**src/design/pcie_dma_defines.svh**
```systemverilog
// offsets, field positions, codes and reset values of the dma control block
`ifndef PCIE_DMA_DEFINES_SVH
`define PCIE_DMA_DEFINES_SVH
`define OFF_SCRATCHPAD      20'h00000
`define OFF_DIRECTION       20'h08008
`define OFF_SIZE            20'h08010
`define OFF_CYCLE_COUNT     20'h08018
`define OFF_DONE_STATUS     20'h08020
`define OFF_HOST_BASE       20'h08028
`define OFF_BLINK_TRIGGER   20'h08030
`define OFF_DIP_SWITCH      20'h13080
`define OFF_LED_CONTROL     20'h13088
`define WIN_FIRST           1'h0
`define WIN_SECOND          1'h1
`define DIR_SRAM_TO_HOST    32'h11AA1111
`define DIR_HOST_TO_SRAM    32'h11AA2222
`define BLINK_CODE          32'h11AA0F0F
`define SIZE_8K             32'h00002000
`define SIZE_16K            32'h00004000
`define SIZE_32K            32'h00008000
`define DIP_LSB             8
`define STATUS_DONE_BIT     0
`define STATUS_BUSY_BIT     1
`define PKT_BEATS           3'h7
`define PKT_BEAT_BYTES      2
`define REG_RESET           32'h00000000
`endif

```
**src/design/pcie_dma_pkg.sv**
```systemverilog
// types shared by the dma control block
package pcie_dma_pkg;
    typedef enum logic [1:0] {
        ST_IDLE  = 2'b00,
        ST_PKT   = 2'b01,
        ST_DATA  = 2'b10,
        ST_FLUSH = 2'b11
    } dma_state_t;

    // one register access from the host side
    typedef struct packed {
        logic        wr;
        logic        rd;
        logic        win;
        logic [19:0] addr;
        logic [31:0] wdata;
    } reg_req_t;
endpackage : pcie_dma_pkg

```
**src/design/pcie_dma_control_regs.sv**
```systemverilog
// dma control registers, transfer engine and its data fifo
`timescale 1ns/10ps
`include "pcie_dma_defines.svh"

// ****************************************
// data fifo
// ****************************************
module dma_data_fifo #(
    parameter int WIDTH = 32,
    parameter int DEPTH = 8
) (
    input  wire logic                       i_sys_clk,
    input  wire logic                       i_arst_n,
    input  wire logic                       i_in_valid,
    output logic                            o_in_ready,
    input  wire logic [WIDTH-1:0]           i_in_data,
    output logic                            o_out_valid,
    input  wire logic                       i_out_ready,
    output logic [WIDTH-1:0]                o_out_data,
    output logic [$clog2(DEPTH):0]          o_count
);
    localparam int AW = $clog2(DEPTH);
    typedef struct packed {
        logic [DEPTH-1:0][WIDTH-1:0] mem;
        logic [AW-1:0]               wptr;
        logic [AW-1:0]               rptr;
        logic [AW:0]                 count;
    } fifo_state_t;
    fifo_state_t st, next_st;
    logic push, pop;

    // handshakes on both sides
    assign o_in_ready  = (st.count != AW'(0) + (AW+1)'(DEPTH));
    assign o_out_valid = (st.count != '0);
    assign o_out_data  = st.mem[st.rptr];
    assign o_count     = st.count;
    assign push        = i_in_valid && o_in_ready;
    assign pop         = o_out_valid && i_out_ready;

    // pointer and count update
    always_comb begin
        next_st = st;
        if (push) begin
            next_st.mem[st.wptr] = i_in_data;
            next_st.wptr         = (st.wptr == AW'(DEPTH - 1)) ? '0 : st.wptr + AW'(1);
        end
        if (pop) begin
            next_st.rptr = (st.rptr == AW'(DEPTH - 1)) ? '0 : st.rptr + AW'(1);
        end
        next_st.count = st.count + (AW+1)'(push) - (AW+1)'(pop);
    end

    // state register
    always_ff @(posedge i_sys_clk or negedge i_arst_n) begin
        if (!i_arst_n) begin
            st <= '0;
        end else begin
            st <= next_st;
        end
    end
endmodule : dma_data_fifo

// ****************************************
// control registers and transfer engine
// ****************************************
module pcie_dma_control_regs #(
    parameter int WCNT_W     = 16,
    parameter int FIFO_DEPTH = 8
) (
    input  wire logic                   i_sys_clk,
    input  wire logic                   i_arst_n,
    input  wire pcie_dma_pkg::reg_req_t i_reg_req,
    output logic [31:0]                 o_reg_rdata,
    output logic                        o_reg_rvalid,
    output logic                        o_pkt_req,
    output logic [31:0]                 o_pkt_addr,
    output logic                        o_pkt_to_host,
    input  wire logic                   i_pkt_ready,
    input  wire logic                   i_host_rx_valid,
    input  wire logic [31:0]            i_host_rx_data,
    output logic                        o_host_rx_ready,
    output logic                        o_host_tx_valid,
    output logic [31:0]                 o_host_tx_data,
    input  wire logic                   i_host_tx_ready,
    output logic                        o_sram_req,
    output logic                        o_sram_we,
    output logic [31:0]                 o_sram_addr,
    output logic [31:0]                 o_sram_wdata,
    input  wire logic                   i_sram_ready,
    input  wire logic [31:0]            i_sram_rdata,
    output logic                        o_blink_req,
    output logic [7:0]                  o_led,
    input  wire logic [3:0]             i_dip_switch
);
    localparam int CW = $clog2(FIFO_DEPTH) + 1;

    typedef struct packed {
        pcie_dma_pkg::dma_state_t fsm;
        logic [31:0]              scratch;
        logic [31:0]              dir;
        logic [31:0]              size;
        logic [31:0]              base;
        logic [31:0]              blink;
        logic [7:0]               led;
        logic [31:0]              cycles;
        logic                     done;
        logic                     busy;
        logic                     to_sram;
        logic [WCNT_W-1:0]        total;
        logic [WCNT_W-1:0]        host_cnt;
        logic [WCNT_W-1:0]        sram_cnt;
        logic [2:0]               beat;
        logic                     pkt_req;
        logic [31:0]              pkt_addr;
        logic                     rx_ready;
        logic                     rd_req;
        logic [31:0]              rdata;
        logic                     rvalid;
        logic                     blink_req;
    } ctl_state_t;
    ctl_state_t st, next_st;

    logic              fifo_in_valid, fifo_in_ready, fifo_out_valid, fifo_out_ready;
    logic [31:0]       fifo_in_data, fifo_out_data;
    logic [CW-1:0]     fifo_count;
    logic              h_fire, s_fire, start, room;
    logic [WCNT_W-1:0] host_nxt, sram_nxt;

    // register hit in a given window at a given offset
    function automatic logic hit(input pcie_dma_pkg::reg_req_t r, input logic w,
                                 input logic [19:0] off);
        hit = (r.win == w) && (r.addr == off);
    endfunction : hit

    // handshakes of the host side and the sram side
    assign start   = i_reg_req.wr && hit(i_reg_req, `WIN_SECOND, `OFF_DIRECTION) && !st.busy
                     && (i_reg_req.wdata == `DIR_SRAM_TO_HOST
                         || i_reg_req.wdata == `DIR_HOST_TO_SRAM);
    assign h_fire  = st.to_sram ? (i_host_rx_valid && st.rx_ready)
                                : (o_host_tx_valid && i_host_tx_ready);
    assign s_fire  = st.to_sram ? (fifo_out_valid && i_sram_ready && st.busy)
                                : (st.rd_req && i_sram_ready);
    assign room    = (fifo_count <= CW'(FIFO_DEPTH - 2));
    assign host_nxt = st.host_cnt + WCNT_W'(h_fire);
    assign sram_nxt = st.sram_cnt + WCNT_W'(s_fire);

    // fifo joins host side and sram side, direction picks the ends
    assign fifo_in_valid  = st.to_sram ? (i_host_rx_valid && st.rx_ready)
                                       : (st.rd_req && i_sram_ready);
    assign fifo_in_data   = st.to_sram ? i_host_rx_data : i_sram_rdata;
    assign fifo_out_ready = st.to_sram ? (i_sram_ready && st.busy)
                                       : (st.fsm == pcie_dma_pkg::ST_DATA && i_host_tx_ready);

    dma_data_fifo #(
        .WIDTH (32),
        .DEPTH (FIFO_DEPTH)
    ) u_fifo (
        .i_sys_clk   (i_sys_clk),
        .i_arst_n    (i_arst_n),
        .i_in_valid  (fifo_in_valid),
        .o_in_ready  (fifo_in_ready),
        .i_in_data   (fifo_in_data),
        .o_out_valid (fifo_out_valid),
        .i_out_ready (fifo_out_ready),
        .o_out_data  (fifo_out_data),
        .o_count     (fifo_count)
    );

    // register file, packet sequencing and completion
    always_comb begin
        next_st           = st;
        next_st.rvalid    = i_reg_req.rd;
        next_st.blink_req = 1'b0;
        next_st.rdata     = `REG_RESET;
        if (i_reg_req.rd) begin
            if (hit(i_reg_req, `WIN_SECOND, `OFF_SCRATCHPAD))    next_st.rdata = st.scratch;
            if (hit(i_reg_req, `WIN_SECOND, `OFF_DIRECTION))     next_st.rdata = st.dir;
            if (hit(i_reg_req, `WIN_SECOND, `OFF_SIZE))          next_st.rdata = st.size;
            if (hit(i_reg_req, `WIN_SECOND, `OFF_CYCLE_COUNT))   next_st.rdata = st.cycles;
            if (hit(i_reg_req, `WIN_SECOND, `OFF_HOST_BASE))     next_st.rdata = st.base;
            if (hit(i_reg_req, `WIN_SECOND, `OFF_BLINK_TRIGGER)) next_st.rdata = st.blink;
            if (hit(i_reg_req, `WIN_SECOND, `OFF_DONE_STATUS)) begin
                next_st.rdata[`STATUS_DONE_BIT] = st.done;
                next_st.rdata[`STATUS_BUSY_BIT] = st.busy;
            end
            if (hit(i_reg_req, `WIN_FIRST, `OFF_DIP_SWITCH))
                next_st.rdata[`DIP_LSB +: 4] = i_dip_switch;
            if (hit(i_reg_req, `WIN_FIRST, `OFF_LED_CONTROL))
                next_st.rdata[7:0] = st.led;
        end
        if (i_reg_req.wr) begin
            if (hit(i_reg_req, `WIN_SECOND, `OFF_SCRATCHPAD))
                next_st.scratch = i_reg_req.wdata;
            if (hit(i_reg_req, `WIN_SECOND, `OFF_DIRECTION) && !st.busy)
                next_st.dir = i_reg_req.wdata;
            if (hit(i_reg_req, `WIN_SECOND, `OFF_SIZE) && !st.busy)
                next_st.size = i_reg_req.wdata;
            if (hit(i_reg_req, `WIN_SECOND, `OFF_HOST_BASE) && !st.busy)
                next_st.base = i_reg_req.wdata;
            if (hit(i_reg_req, `WIN_SECOND, `OFF_BLINK_TRIGGER)) begin
                next_st.blink     = i_reg_req.wdata;
                next_st.blink_req = (i_reg_req.wdata == `BLINK_CODE);
            end
            if (hit(i_reg_req, `WIN_FIRST, `OFF_LED_CONTROL))
                next_st.led = i_reg_req.wdata[7:0];
        end
        // transfer engine
        next_st.host_cnt = host_nxt;
        next_st.sram_cnt = sram_nxt;
        if (st.busy) begin
            next_st.cycles = st.cycles + 32'h00000001;
        end
        unique case (st.fsm)
            pcie_dma_pkg::ST_IDLE: begin
                if (start) begin
                    next_st.busy     = 1'b1;
                    next_st.done     = 1'b0;
                    next_st.cycles   = `REG_RESET;
                    next_st.to_sram  = (i_reg_req.wdata == `DIR_HOST_TO_SRAM);
                    next_st.total    = st.size[`PKT_BEAT_BYTES +: WCNT_W];
                    next_st.host_cnt = '0;
                    next_st.sram_cnt = '0;
                    next_st.beat     = '0;
                    next_st.pkt_req  = 1'b1;
                    next_st.pkt_addr = st.base;
                    next_st.fsm      = pcie_dma_pkg::ST_PKT;
                end
            end
            pcie_dma_pkg::ST_PKT: begin
                if (i_pkt_ready) begin
                    next_st.pkt_req = 1'b0;
                    next_st.fsm     = pcie_dma_pkg::ST_DATA;
                end
            end
            pcie_dma_pkg::ST_DATA: begin
                if (h_fire) begin
                    next_st.beat = st.beat + 3'h1;
                    if (host_nxt == st.total) begin
                        next_st.fsm = pcie_dma_pkg::ST_FLUSH;
                    end else if (st.beat == `PKT_BEATS) begin
                        next_st.fsm      = pcie_dma_pkg::ST_PKT;
                        next_st.pkt_req  = 1'b1;
                        next_st.pkt_addr = st.base + {host_nxt, 2'b00};
                    end
                end
            end
            pcie_dma_pkg::ST_FLUSH: begin
            end
        endcase
        // last beat ends the transfer, count frozen from here
        if (st.busy && (st.to_sram ? sram_nxt == st.total : host_nxt == st.total)) begin
            next_st.busy = 1'b0;
            next_st.done = 1'b1;
            next_st.fsm  = pcie_dma_pkg::ST_IDLE;
        end
        next_st.rx_ready = next_st.busy && next_st.to_sram && room
                           && next_st.fsm == pcie_dma_pkg::ST_DATA
                           && !(h_fire && st.beat == `PKT_BEATS);
        next_st.rd_req   = next_st.busy && !next_st.to_sram && room
                           && (sram_nxt != next_st.total) && !(st.rd_req && !s_fire);
        if (st.rd_req && !s_fire) next_st.rd_req = 1'b1;
    end

    // state register
    always_ff @(posedge i_sys_clk or negedge i_arst_n) begin
        if (!i_arst_n) begin
            st <= '0;
        end else begin
            st <= next_st;
        end
    end

    // outputs
    assign o_reg_rdata     = st.rdata;
    assign o_reg_rvalid    = st.rvalid;
    assign o_pkt_req       = st.pkt_req;
    assign o_pkt_addr      = st.pkt_addr;
    assign o_pkt_to_host   = !st.to_sram;
    assign o_host_rx_ready = st.rx_ready;
    assign o_host_tx_valid = !st.to_sram && st.fsm == pcie_dma_pkg::ST_DATA && fifo_out_valid;
    assign o_host_tx_data  = fifo_out_data;
    assign o_sram_req      = st.rd_req || (st.to_sram && st.busy && fifo_out_valid);
    assign o_sram_we       = st.to_sram;
    assign o_sram_addr     = {{(30-WCNT_W){1'b0}}, st.sram_cnt, 2'b00};
    assign o_sram_wdata    = fifo_out_data;
    assign o_blink_req     = st.blink_req;
    assign o_led           = st.led;

    // ****************************************
    // checks
    // ****************************************
    a_scratch_readback: assert property (@(posedge i_sys_clk) disable iff (!i_arst_n)
        i_reg_req.wr && hit(i_reg_req, `WIN_SECOND, `OFF_SCRATCHPAD) ##1 !i_reg_req.wr ##1
        (i_reg_req.rd && !i_reg_req.wr && hit(i_reg_req, `WIN_SECOND, `OFF_SCRATCHPAD))
        |=> o_reg_rvalid && o_reg_rdata == $past(i_reg_req.wdata, 3))
        else $error("scratchpad read differs from last write");
    a_blink_code: assert property (@(posedge i_sys_clk) disable iff (!i_arst_n)
        i_reg_req.wr && hit(i_reg_req, `WIN_SECOND, `OFF_BLINK_TRIGGER)
        |=> o_blink_req == ($past(i_reg_req.wdata) == `BLINK_CODE))
        else $error("blink request does not match written code");
    a_blink_pulse: assert property (@(posedge i_sys_clk) disable iff (!i_arst_n)
        o_blink_req |=> !o_blink_req)
        else $error("blink request longer than one cycle");
    a_start_clear: assert property (@(posedge i_sys_clk) disable iff (!i_arst_n)
        start |=> st.busy && !st.done && st.cycles == `REG_RESET ##1 st.cycles == 32'h1)
        else $error("start did not clear flag and count");
    a_count_frozen: assert property (@(posedge i_sys_clk) disable iff (!i_arst_n)
        st.done && !start |=> $stable(st.cycles))
        else $error("cycle count moved after completion");
    a_status_read: assert property (@(posedge i_sys_clk) disable iff (!i_arst_n)
        i_reg_req.rd && hit(i_reg_req, `WIN_SECOND, `OFF_DONE_STATUS)
        |=> o_reg_rdata[`STATUS_DONE_BIT] == $past(st.done))
        else $error("status read does not show completion");
    a_pkt_align: assert property (@(posedge i_sys_clk) disable iff (!i_arst_n)
        $rose(o_pkt_req) |-> o_pkt_addr == st.base + {st.host_cnt, 2'b00} && st.beat == 3'h0)
        else $error("packet not on a 32-byte step from base");
    a_done_count: assert property (@(posedge i_sys_clk) disable iff (!i_arst_n)
        $rose(st.done) |-> st.host_cnt == st.size[`PKT_BEAT_BYTES +: WCNT_W])
        else $error("words moved differ from size register");
    a_dir_code: assert property (@(posedge i_sys_clk) disable iff (!i_arst_n)
        $rose(st.busy) |-> st.to_sram == (st.dir == `DIR_HOST_TO_SRAM))
        else $error("direction not taken from direction code");
endmodule : pcie_dma_control_regs

```
**config.mk**
```make
export PLATFORM = sky130hd
export DESIGN_NAME = pcie_dma_control_regs
export DESIGN_NICKNAME = d
export VERILOG_FILES = /design/src/design/pcie_dma_pkg.sv /design/src/design/pcie_dma_control_regs.sv
export VERILOG_INCLUDE_DIRS = /design/src /design/src/design
export SDC_FILE = /design/constraint.sdc
export NUM_CORES = 1
export LEC_CHECK = 0
export BUFFER_PORTS_ARGS = -buffer_cell sky130_fd_sc_hd__buf_2
export CELL_PAD_IN_SITES_DETAIL_PLACEMENT = 2
export CELL_PAD_IN_SITES_GLOBAL_PLACEMENT = 2
export CORE_AREA = 2 2 279 281
export CTS_CLUSTER_DIAMETER = 120
export DETAILED_ROUTE_END_ITERATION = 8
export DIE_AREA = 0 0 281 283
export MAX_ROUTING_LAYER = met4
export PLACE_DENSITY_LB_ADDON = 0.08
export RECOVER_POWER = 50
export SLEW_MARGIN = 10
export SYNTH_ARGS = -nofsm -noshare
export SYNTH_HDL_FRONTEND = slang
export SYNTH_SLANG_ARGS = --single-unit
```
**constraint.sdc**
```tcl
create_clock -name i_sys_clk -period 5.6 [get_ports i_sys_clk]
set_clock_uncertainty 0.05 [all_clocks]
set_input_delay 0.28 -clock i_sys_clk [delete_from_list [all_inputs] [get_ports i_sys_clk]]
set_output_delay 0.28 -clock i_sys_clk [all_outputs]
set_load 0.01 [all_outputs]
```
==> reports/qor.csv, run 1 <==
stage,metric,value,unit
run_status,violations,"max-capacitance violations, max-slew violations",
synth,ys_seq_elements,591,
clock_network,root_buffer,clkbuf_16,
worst_setup_path,crit_path_max_fanout,18,
floorplan,initial_core_util,0.386,
place,hpwl,66.2,mm
pwr,finalPower,9.32,mW
clock_network,path_clk_slew,0.05,ns
global_route,grt_use_total,0.258,
pwr,power_leakage,15.8,nW
min_path,hold_depth,3,
synth,synthAdderAreaFrac,0.0174,
synth,synthTopCellsByArea,"dfrtp_1 (50%), mux2_2 (9.1%), mux4_2 (4.9%)",
synth,async_flop_share,1.00,
timing,min_period_over_period,0.917,
clock_network,clock-sinks,591,
global_route,grt_pass1_vias,24821,
clock_network,h-tree-depth,3,
timing,relSlewSlack,-2.14,
timing,min_period,5.13,ns
timing,rsz0062_at_grt,false,
synth,synth_warnings,0,
place,post-place-ws,0.168,ns
job,drv_cap,2,
global_route,overflow,0,
floorplan,dieArea,0.0795,sq mm
worst_setup_path,r2r_cells,17,
synth,syn_avg_cell_area,10.9,sq um
timing,slew_viol_final,102,
route,drc,0,
synth,netlist_instances,2728,
synth,synth_edf_count,0,
route,dr_total_vias,22035,
floorplan,core_area,0.0767,sq mm
finish,final_cells,3969,
finish,nets,3042,
route,viasPerCell,5.55,
worst_setup_path,critical_path_class,reg2reg,
timing,tns,0,ns
finish,multiInputGateArea,0.0132,sq mm
finish,syn2layout_area_growth,13.3,%
timing,worst_pin_slew,4.71,ns
worst_setup_path,end_kind,flip-flop,
run_status,run_status,"complete, but fails checks",
synth,yosysUniqueCellTypes,81,
route,wire_per_inst,24.8,um
timing,setup_viol,0,
floorplan,die_w,281,um
synth,synth-simple-area-share,0.120,
timing,finalHoldViolations,0,
finish,drive_gt1_frac,0.233,
synth,synth_top_family_by_area,multiplexers,
clock_network,post-cts-setup-buffer-count,0,
finish,regArea,0.0148,sq mm
clock_network,cts_buffers,70,
synth,synth_mux_area_frac,0.157,
worst_setup_path,cp.arrival,5.58,ns
synth,syn-cell-area,0.0296,sq mm
pwr,p_per_area,277,mW/mm^2
timing,worst_hold_slack,0.0297,ns
floorplan,rows,102,
global_route,grt_max_degree,158,
clock_network,cts_tree,built,
synth,ys_seq_area_frac,0.499,
global_route,grt_pass1_wl,154,mm
synth,synth_top_area_cell,dfrtp_1,
floorplan,die_h,283,um
place,portBuffers,288,
synth,synth_common_cells,"dfrtp_1 (591), nor2_1 (289), mux2_2 (239)",
synth,synthFlopType,dfrtp_1,
synth,synth-xor-area-share,0.0343,
pwr,peakVddDrop,226,uV
place,routabilityCongestion,0.873,
min_path,hp-class,in2reg,
synth,yosysTopAreaCellShare,0.499,
route,drt.antenna.violating_nets,0,
route,routed_wl,98.4,mm
clock_network,clock_latency,0.62,ns
clock_network,cts_buffer_depth,3,
worst_setup_path,start_kind,flip-flop,
place,dp.cells,3819,
synth,yosysMostFrequentCell,dfrtp_1,
floorplan,io-pin-count,305,
timing,max_freq,195,MHz
route,drtIter0Drc,1138,
finish,nFillCells,8000,
worst_setup_path,worstPathRequired,6.04,ns
route,first_pass_iters,7,
global_route,antenna_found_initial,7,
timing,fin_ws,0.467,ns
synth,synth-compound-area-share,0.111,
## worst paths after layout
| path | start | to | slack (ns) |
|---|---|---|---|
| worst min register to register | u_fifo.st[178]$_DFFE_PN0P_ | u_fifo.st[178]$_DFFE_PN0P_ | 0.43 |
| worst min-delay path | i_reg_req[1] | o_blink_req$_DFF_PN0_ | 0.03 |
| max in group asynchronous | i_arst_n | u_fifo.st[168]$_DFFE_PN0P_ | 0.91 |
| min in group asynchronous | i_arst_n | st[206]$_DFFE_PN0P_ | 1.89 |
| worst max-delay path | u_fifo.o_count[2]$_DFF_PN0_ | o_pkt_addr[20]$_DFFE_PN0P_ | 0.47 |
| worst max register to register | u_fifo.o_count[2]$_DFF_PN0_ | o_pkt_addr[20]$_DFFE_PN0P_ | 0.47 |
## layout by cell type (no fill, tap or decap), drive strengths merged, types with 16 or more instances in the layout
| cell type | count |
|---|---|
| dfrtp | 591 |
| nor2 | 289 |
| mux2 | 247 |
| buf | 235 |
| a21oi | 213 |
| clkbuf | 205 |
| nand2 | 203 |
| o21ai | 177 |
| mux4 | 64 |
| xor2 | 63 |
| nand3 | 53 |
| xnor2 | 53 |
| mux2i | 41 |
| inv | 39 |
| ha | 38 |
| a21boi | 36 |
| nand4 | 32 |
| and2 | 30 |
| nor3 | 23 |
| and3 | 22 |
| dlygate4sd3 | 22 |
| a221o | 21 |
| nor4 | 21 |
| a221oi | 16 |
| conb | 16 |
## report_power, final
group	internal (mW)	total [mW]	switching, mW
registers	4.28	4.29	0.0104
clock network	2.71	4.57	1.85
logic	0.131	0.456	0.326
total	7.13	9.32	2.19
## final cells by class
type / instances / area share
Clock inverter: 14 / 0.00615
Inverter: 36 / 0.00402
Sequential cell: 591 / 0.441
Timing Repair Buffer: 354 / 0.0567
Clock buffer: 108 / 0.0612
Multi-Input combinational cell: 1820 / 0.392
Antenna cell: 6 / 0.000447
Tap cell: 1040 / 0.0388
## critical path, cell delays in order, from the launching register on
cell and delay, ns:
dfrtp_1 0.39, inv_1 0.11, ha_1 0.16, nor3b_2 0.26, nor3_1 0.10, a21boi_1 0.22
inv_1 0.16, ha_1 0.25, ha_1 0.37, xor2_1 0.17, or4_1 0.57, a2111oi_1 0.37
nand4_1 0.20, nor3_2 0.45, o21ai_1 0.16, o211a_2 0.36, buf_4 0.33, mux2_1 0.34
## registers in the layout (all words and copies together), names as in the netlist, 4 cells and up
| name | count |
|---|---|
| o_pkt_addr | 32 |
| o_led | 8 |
| u_fifo.st | 262 |
| o_sram_addr | 16 |
| st | 232 |
| o_reg_rdata | 32 |
| u_fifo.o_count | 4 |
## kinds of logic (layout without fill, tap and decap cells)
family / Yosys count / after routing
adder cells (fa/ha/maj): 40 / 40
XOR/XNOR: 116 / 116
other: 1 / 22
AND/OR/NAND/NOR: 749 / 749
multiplexers: 352 / 352
AO/OA/AOI/OAI: 547 / 547
flip-flops: 591 / 591
buffers and inverters: 332 / 512
## per-layer routing
metal	vias to the layer above	global-route usage	wire length, um
met3	137	0.0444	4190
met1	11674	0.339	43700
met5	-	-	0
li1	9829	-	-
met2	395	0.416	48200
met4	0	0.0634	2300
## what timing repair did
| action | 4_1_cts | 5_1_grt |
|---|---|---|
| hold buffers | 22 | 0 |
| endpoints found under the hold margin | 148 | 0 |
| endpoints found under the setup margin | 0 | 16 |
| resized for setup | 0 | 2 |
## through the flow
stage | util | cell area [sq um]
4_1_cts | 0.439 | 33700
3_3_place_gp | 0.407 | 31200
6_report | 0.438 | 33600
3_5_place_dp | 0.407 | 31200
5_1_grt | 0.438 | 33600
2_1_floorplan | - | 29700
No activity file was read; power rests on OpenSTA's default activity.
==> run 2: changes to the inputs <==
--- a/constraint.sdc
+++ b/constraint.sdc
@@ -3,3 +3,3 @@
 set_input_delay 0.28 -clock i_sys_clk [delete_from_list [all_inputs] [get_ports i_sys_clk]]
 set_output_delay 0.28 -clock i_sys_clk [all_outputs]
-set_load 0.01 [all_outputs]
+set_load 0.05 [all_outputs]
==> run 2 against run 1 <==
Against the previous run:
- the flow still finishes with violations (max-capacitance violations, max-slew violations)
- flip-flop and latch count unchanged
- sequential share of layout area down 0.056 points
- setup slack better by 0.064 ns
- clock-buffer cell count unchanged
- first-iteration DRC count down 6.0%
- design area up 0.13%
- routed wire length up 1.8%
- fmax up 1.3%
- register-to-register slack better by 0.06 ns
- critical path depth up 2
- die area unchanged
- largest power group unchanged
==> reports/qor.csv, run 2 (synthesis gave the netlist of run 1 again) <==
stage,metric,value,unit
worst_setup_path,worstPathRequired,6.05,ns
min_path,hold_depth,2,
worst_setup_path,critical_path_class,reg2reg,
place,hpwl,66.7,mm
clock_network,h-tree-depth,3,
floorplan,die_h,283,um
place,portBuffers,288,
global_route,antenna_found_initial,4,
worst_setup_path,start_kind,flip-flop,
worst_setup_path,crit_path_max_fanout,7,
pwr,finalPower,9.43,mW
finish,largest_reg_flops,262,
clock_network,cts_buffers,71,
timing,setup_viol,0,
finish,fin_area,0.0336,sq mm
clock_network,cts_buffer_depth,3,
run_status,violations,"max-capacitance violations, max-slew violations",
worst_setup_path,end_kind,flip-flop,
clock_network,clock-sinks,591,
floorplan,io-pin-count,305,
global_route,grt_pass1_wl,156,mm
global_route,overflow,0,
pwr,peakVddDrop,183,uV
pwr,swShare,0.243,
floorplan,dieArea,0.0795,sq mm
route,drtIter0Drc,1070,
pwr,power_leakage,15.8,nW
worst_setup_path,r2r_cells,19,
global_route,grt_max_degree,154,
pwr,p_seq_frac,0.456,
pwr,pwr-share-clk,0.493,
pwr,combPwrFrac,0.051,
clock_network,path_clk_slew,0.06,ns
finish,layout_common_cells,"dfrtp_1 (589), nor2_1 (285), mux2_2 (239)",
floorplan,die_w,281,um
floorplan,core_area,0.0767,sq mm
finish,top_regs,"u_fifo.st x262, st x232",
route,drt.antenna.violating_nets,0,
timing,min_period_over_period,0.905,
timing,max_freq,197,MHz
worst_setup_path,cp.arrival,5.52,ns
clock_network,clock_latency,0.62,ns
route,viasPerCell,5.58,
run_status,run_status,"complete, but fails checks",
timing,min_period,5.07,ns
job,drv_cap,5,
finish,largest_register,u_fifo.st,
clock_network,root_buffer,clkbuf_16,
route,wire_per_inst,25.2,um
route,first_pass_iters,7,
timing,finalHoldViolations,0,
place,post-place-ws,0.217,ns
finish,syn2layout_area_growth,13.4,%
finish,nets,3040,
place,placed_area,0.0312,sq mm
place,dp.cells,3815,
finish,nFillCells,8022,
min_path,hp-class,in2reg,
pwr,p_per_area,281,mW/mm^2
timing,worst_pin_slew,2.89,ns
global_route,grt_pass1_vias,25054,
timing,fin_ws,0.531,ns
timing,rsz0062_at_grt,false,
timing,slew_viol_final,448,
global_route,grt_use_total,0.262,
timing,tns,0,ns
route,drc,0,
clock_network,cts_tree,built,
route,routed_wl,100,mm
finish,final_cells,3971,
finish,layout_commonest_cell,dfrtp_1,
pwr,power.internal,7.14,mW
floorplan,rows,102,
route,dr_total_vias,22153,
finish,drive_gt1_frac,0.236,
pwr,switchingPower,2.29,mW
place,routabilityCongestion,0.904,
timing,relSlewSlack,-0.929,
floorplan,initial_core_util,0.386,
-- run 2: power groups by stage --
stage	sequential (mW)	combinational (mW)	clock [mW]
after floorplan	4.38	0.221	0
final	4.30	0.485	4.65
after global routing	4.29	0.533	4.94
after global placement	4.37	0.467	0
after detailed placement	4.37	0.484	0
after CTS	4.29	0.499	4.77
-- run 2: layout make-up --
type | count | area (sq um) | share of cell area
flip-flops and latches | 591 | 14800 | 0.440
multi-input cells | 1820 | 13200 | 0.392
clock buffers | 108 | 2130 | 0.0633
repair buffers | 351 | 1870 | 0.0555
well taps | 1040 | 1300 | 0.0387
clock inverters | 21 | 216 | 0.00644
inverters | 36 | 135 | 0.00402
diodes | 4 | 10.0 | 0.000298
-- run 2: metrics by stage --
stage	hold slack, ns	util
after floorplan	-0.0656	-
after CTS	0.000616	0.440
final	0.0319	0.438
after global placement	0.353	0.407
after detailed placement	0.351	0.407
after global routing	0.0142	0.438
-- run 2: worst paths after layout --
kind                                                   end                        start  slack (ns)
max in group asynchronous       u_fifo.st[250]$_DFFE_PN0P_                     i_arst_n        0.78
min in group asynchronous              st[201]$_DFFE_PN0P_                     i_arst_n        1.05
worst max register to register  o_pkt_addr[24]$_DFFE_PN0P_  u_fifo.o_count[3]$_DFF_PN0_        0.53
worst min-delay path                   st[222]$_DFFE_PN0P_                i_reg_req[27]        0.03
worst min register to register  u_fifo.st[177]$_DFFE_PN0P_   u_fifo.st[177]$_DFFE_PN0P_        0.43
worst max-delay path            o_pkt_addr[24]$_DFFE_PN0P_  u_fifo.o_count[3]$_DFF_PN0_        0.53
-- run 2: critical path, stage by stage, from the launching register on --
cell	delay [ns]
dfrtp_1	0.41
inv_1	0.09
ha_1	0.15
nor3b_2	0.31
nor3_2	0.09
a21boi_1	0.19
inv_1	0.14
ha_1	0.24
ha_1	0.37
fa_1	0.49
a211oi_1	0.35
o21ai_0	0.17
a21oi_1	0.33
nor2_1	0.15
o41ai_2	0.51
o311ai_1	0.19
buf_4	0.22
nand4_1	0.13
mux2i_1	0.10
mux2_2	0.28
-- run 2: routing by layer --
| metal | vias up | GRT usage | part of all wire |
|---|---|---|---|
| met3 | 142 | 0.0256 | 0.028 |
| met1 | 11813 | 0.353 | 0.46 |
| met2 | 352 | 0.425 | 0.49 |
| li1 | 9846 | - | - |
| met4 | 0 | 0.0666 | 0.024 |
| met5 | - | - | 0 |
-- run 2: what timing repair did --
action	in CTS	in global routing
endpoints found under the setup margin	0	8
hold buffers	23	0
endpoints found under the hold margin	184	0
gates resized for setup	0	2
buffers inserted	0	0
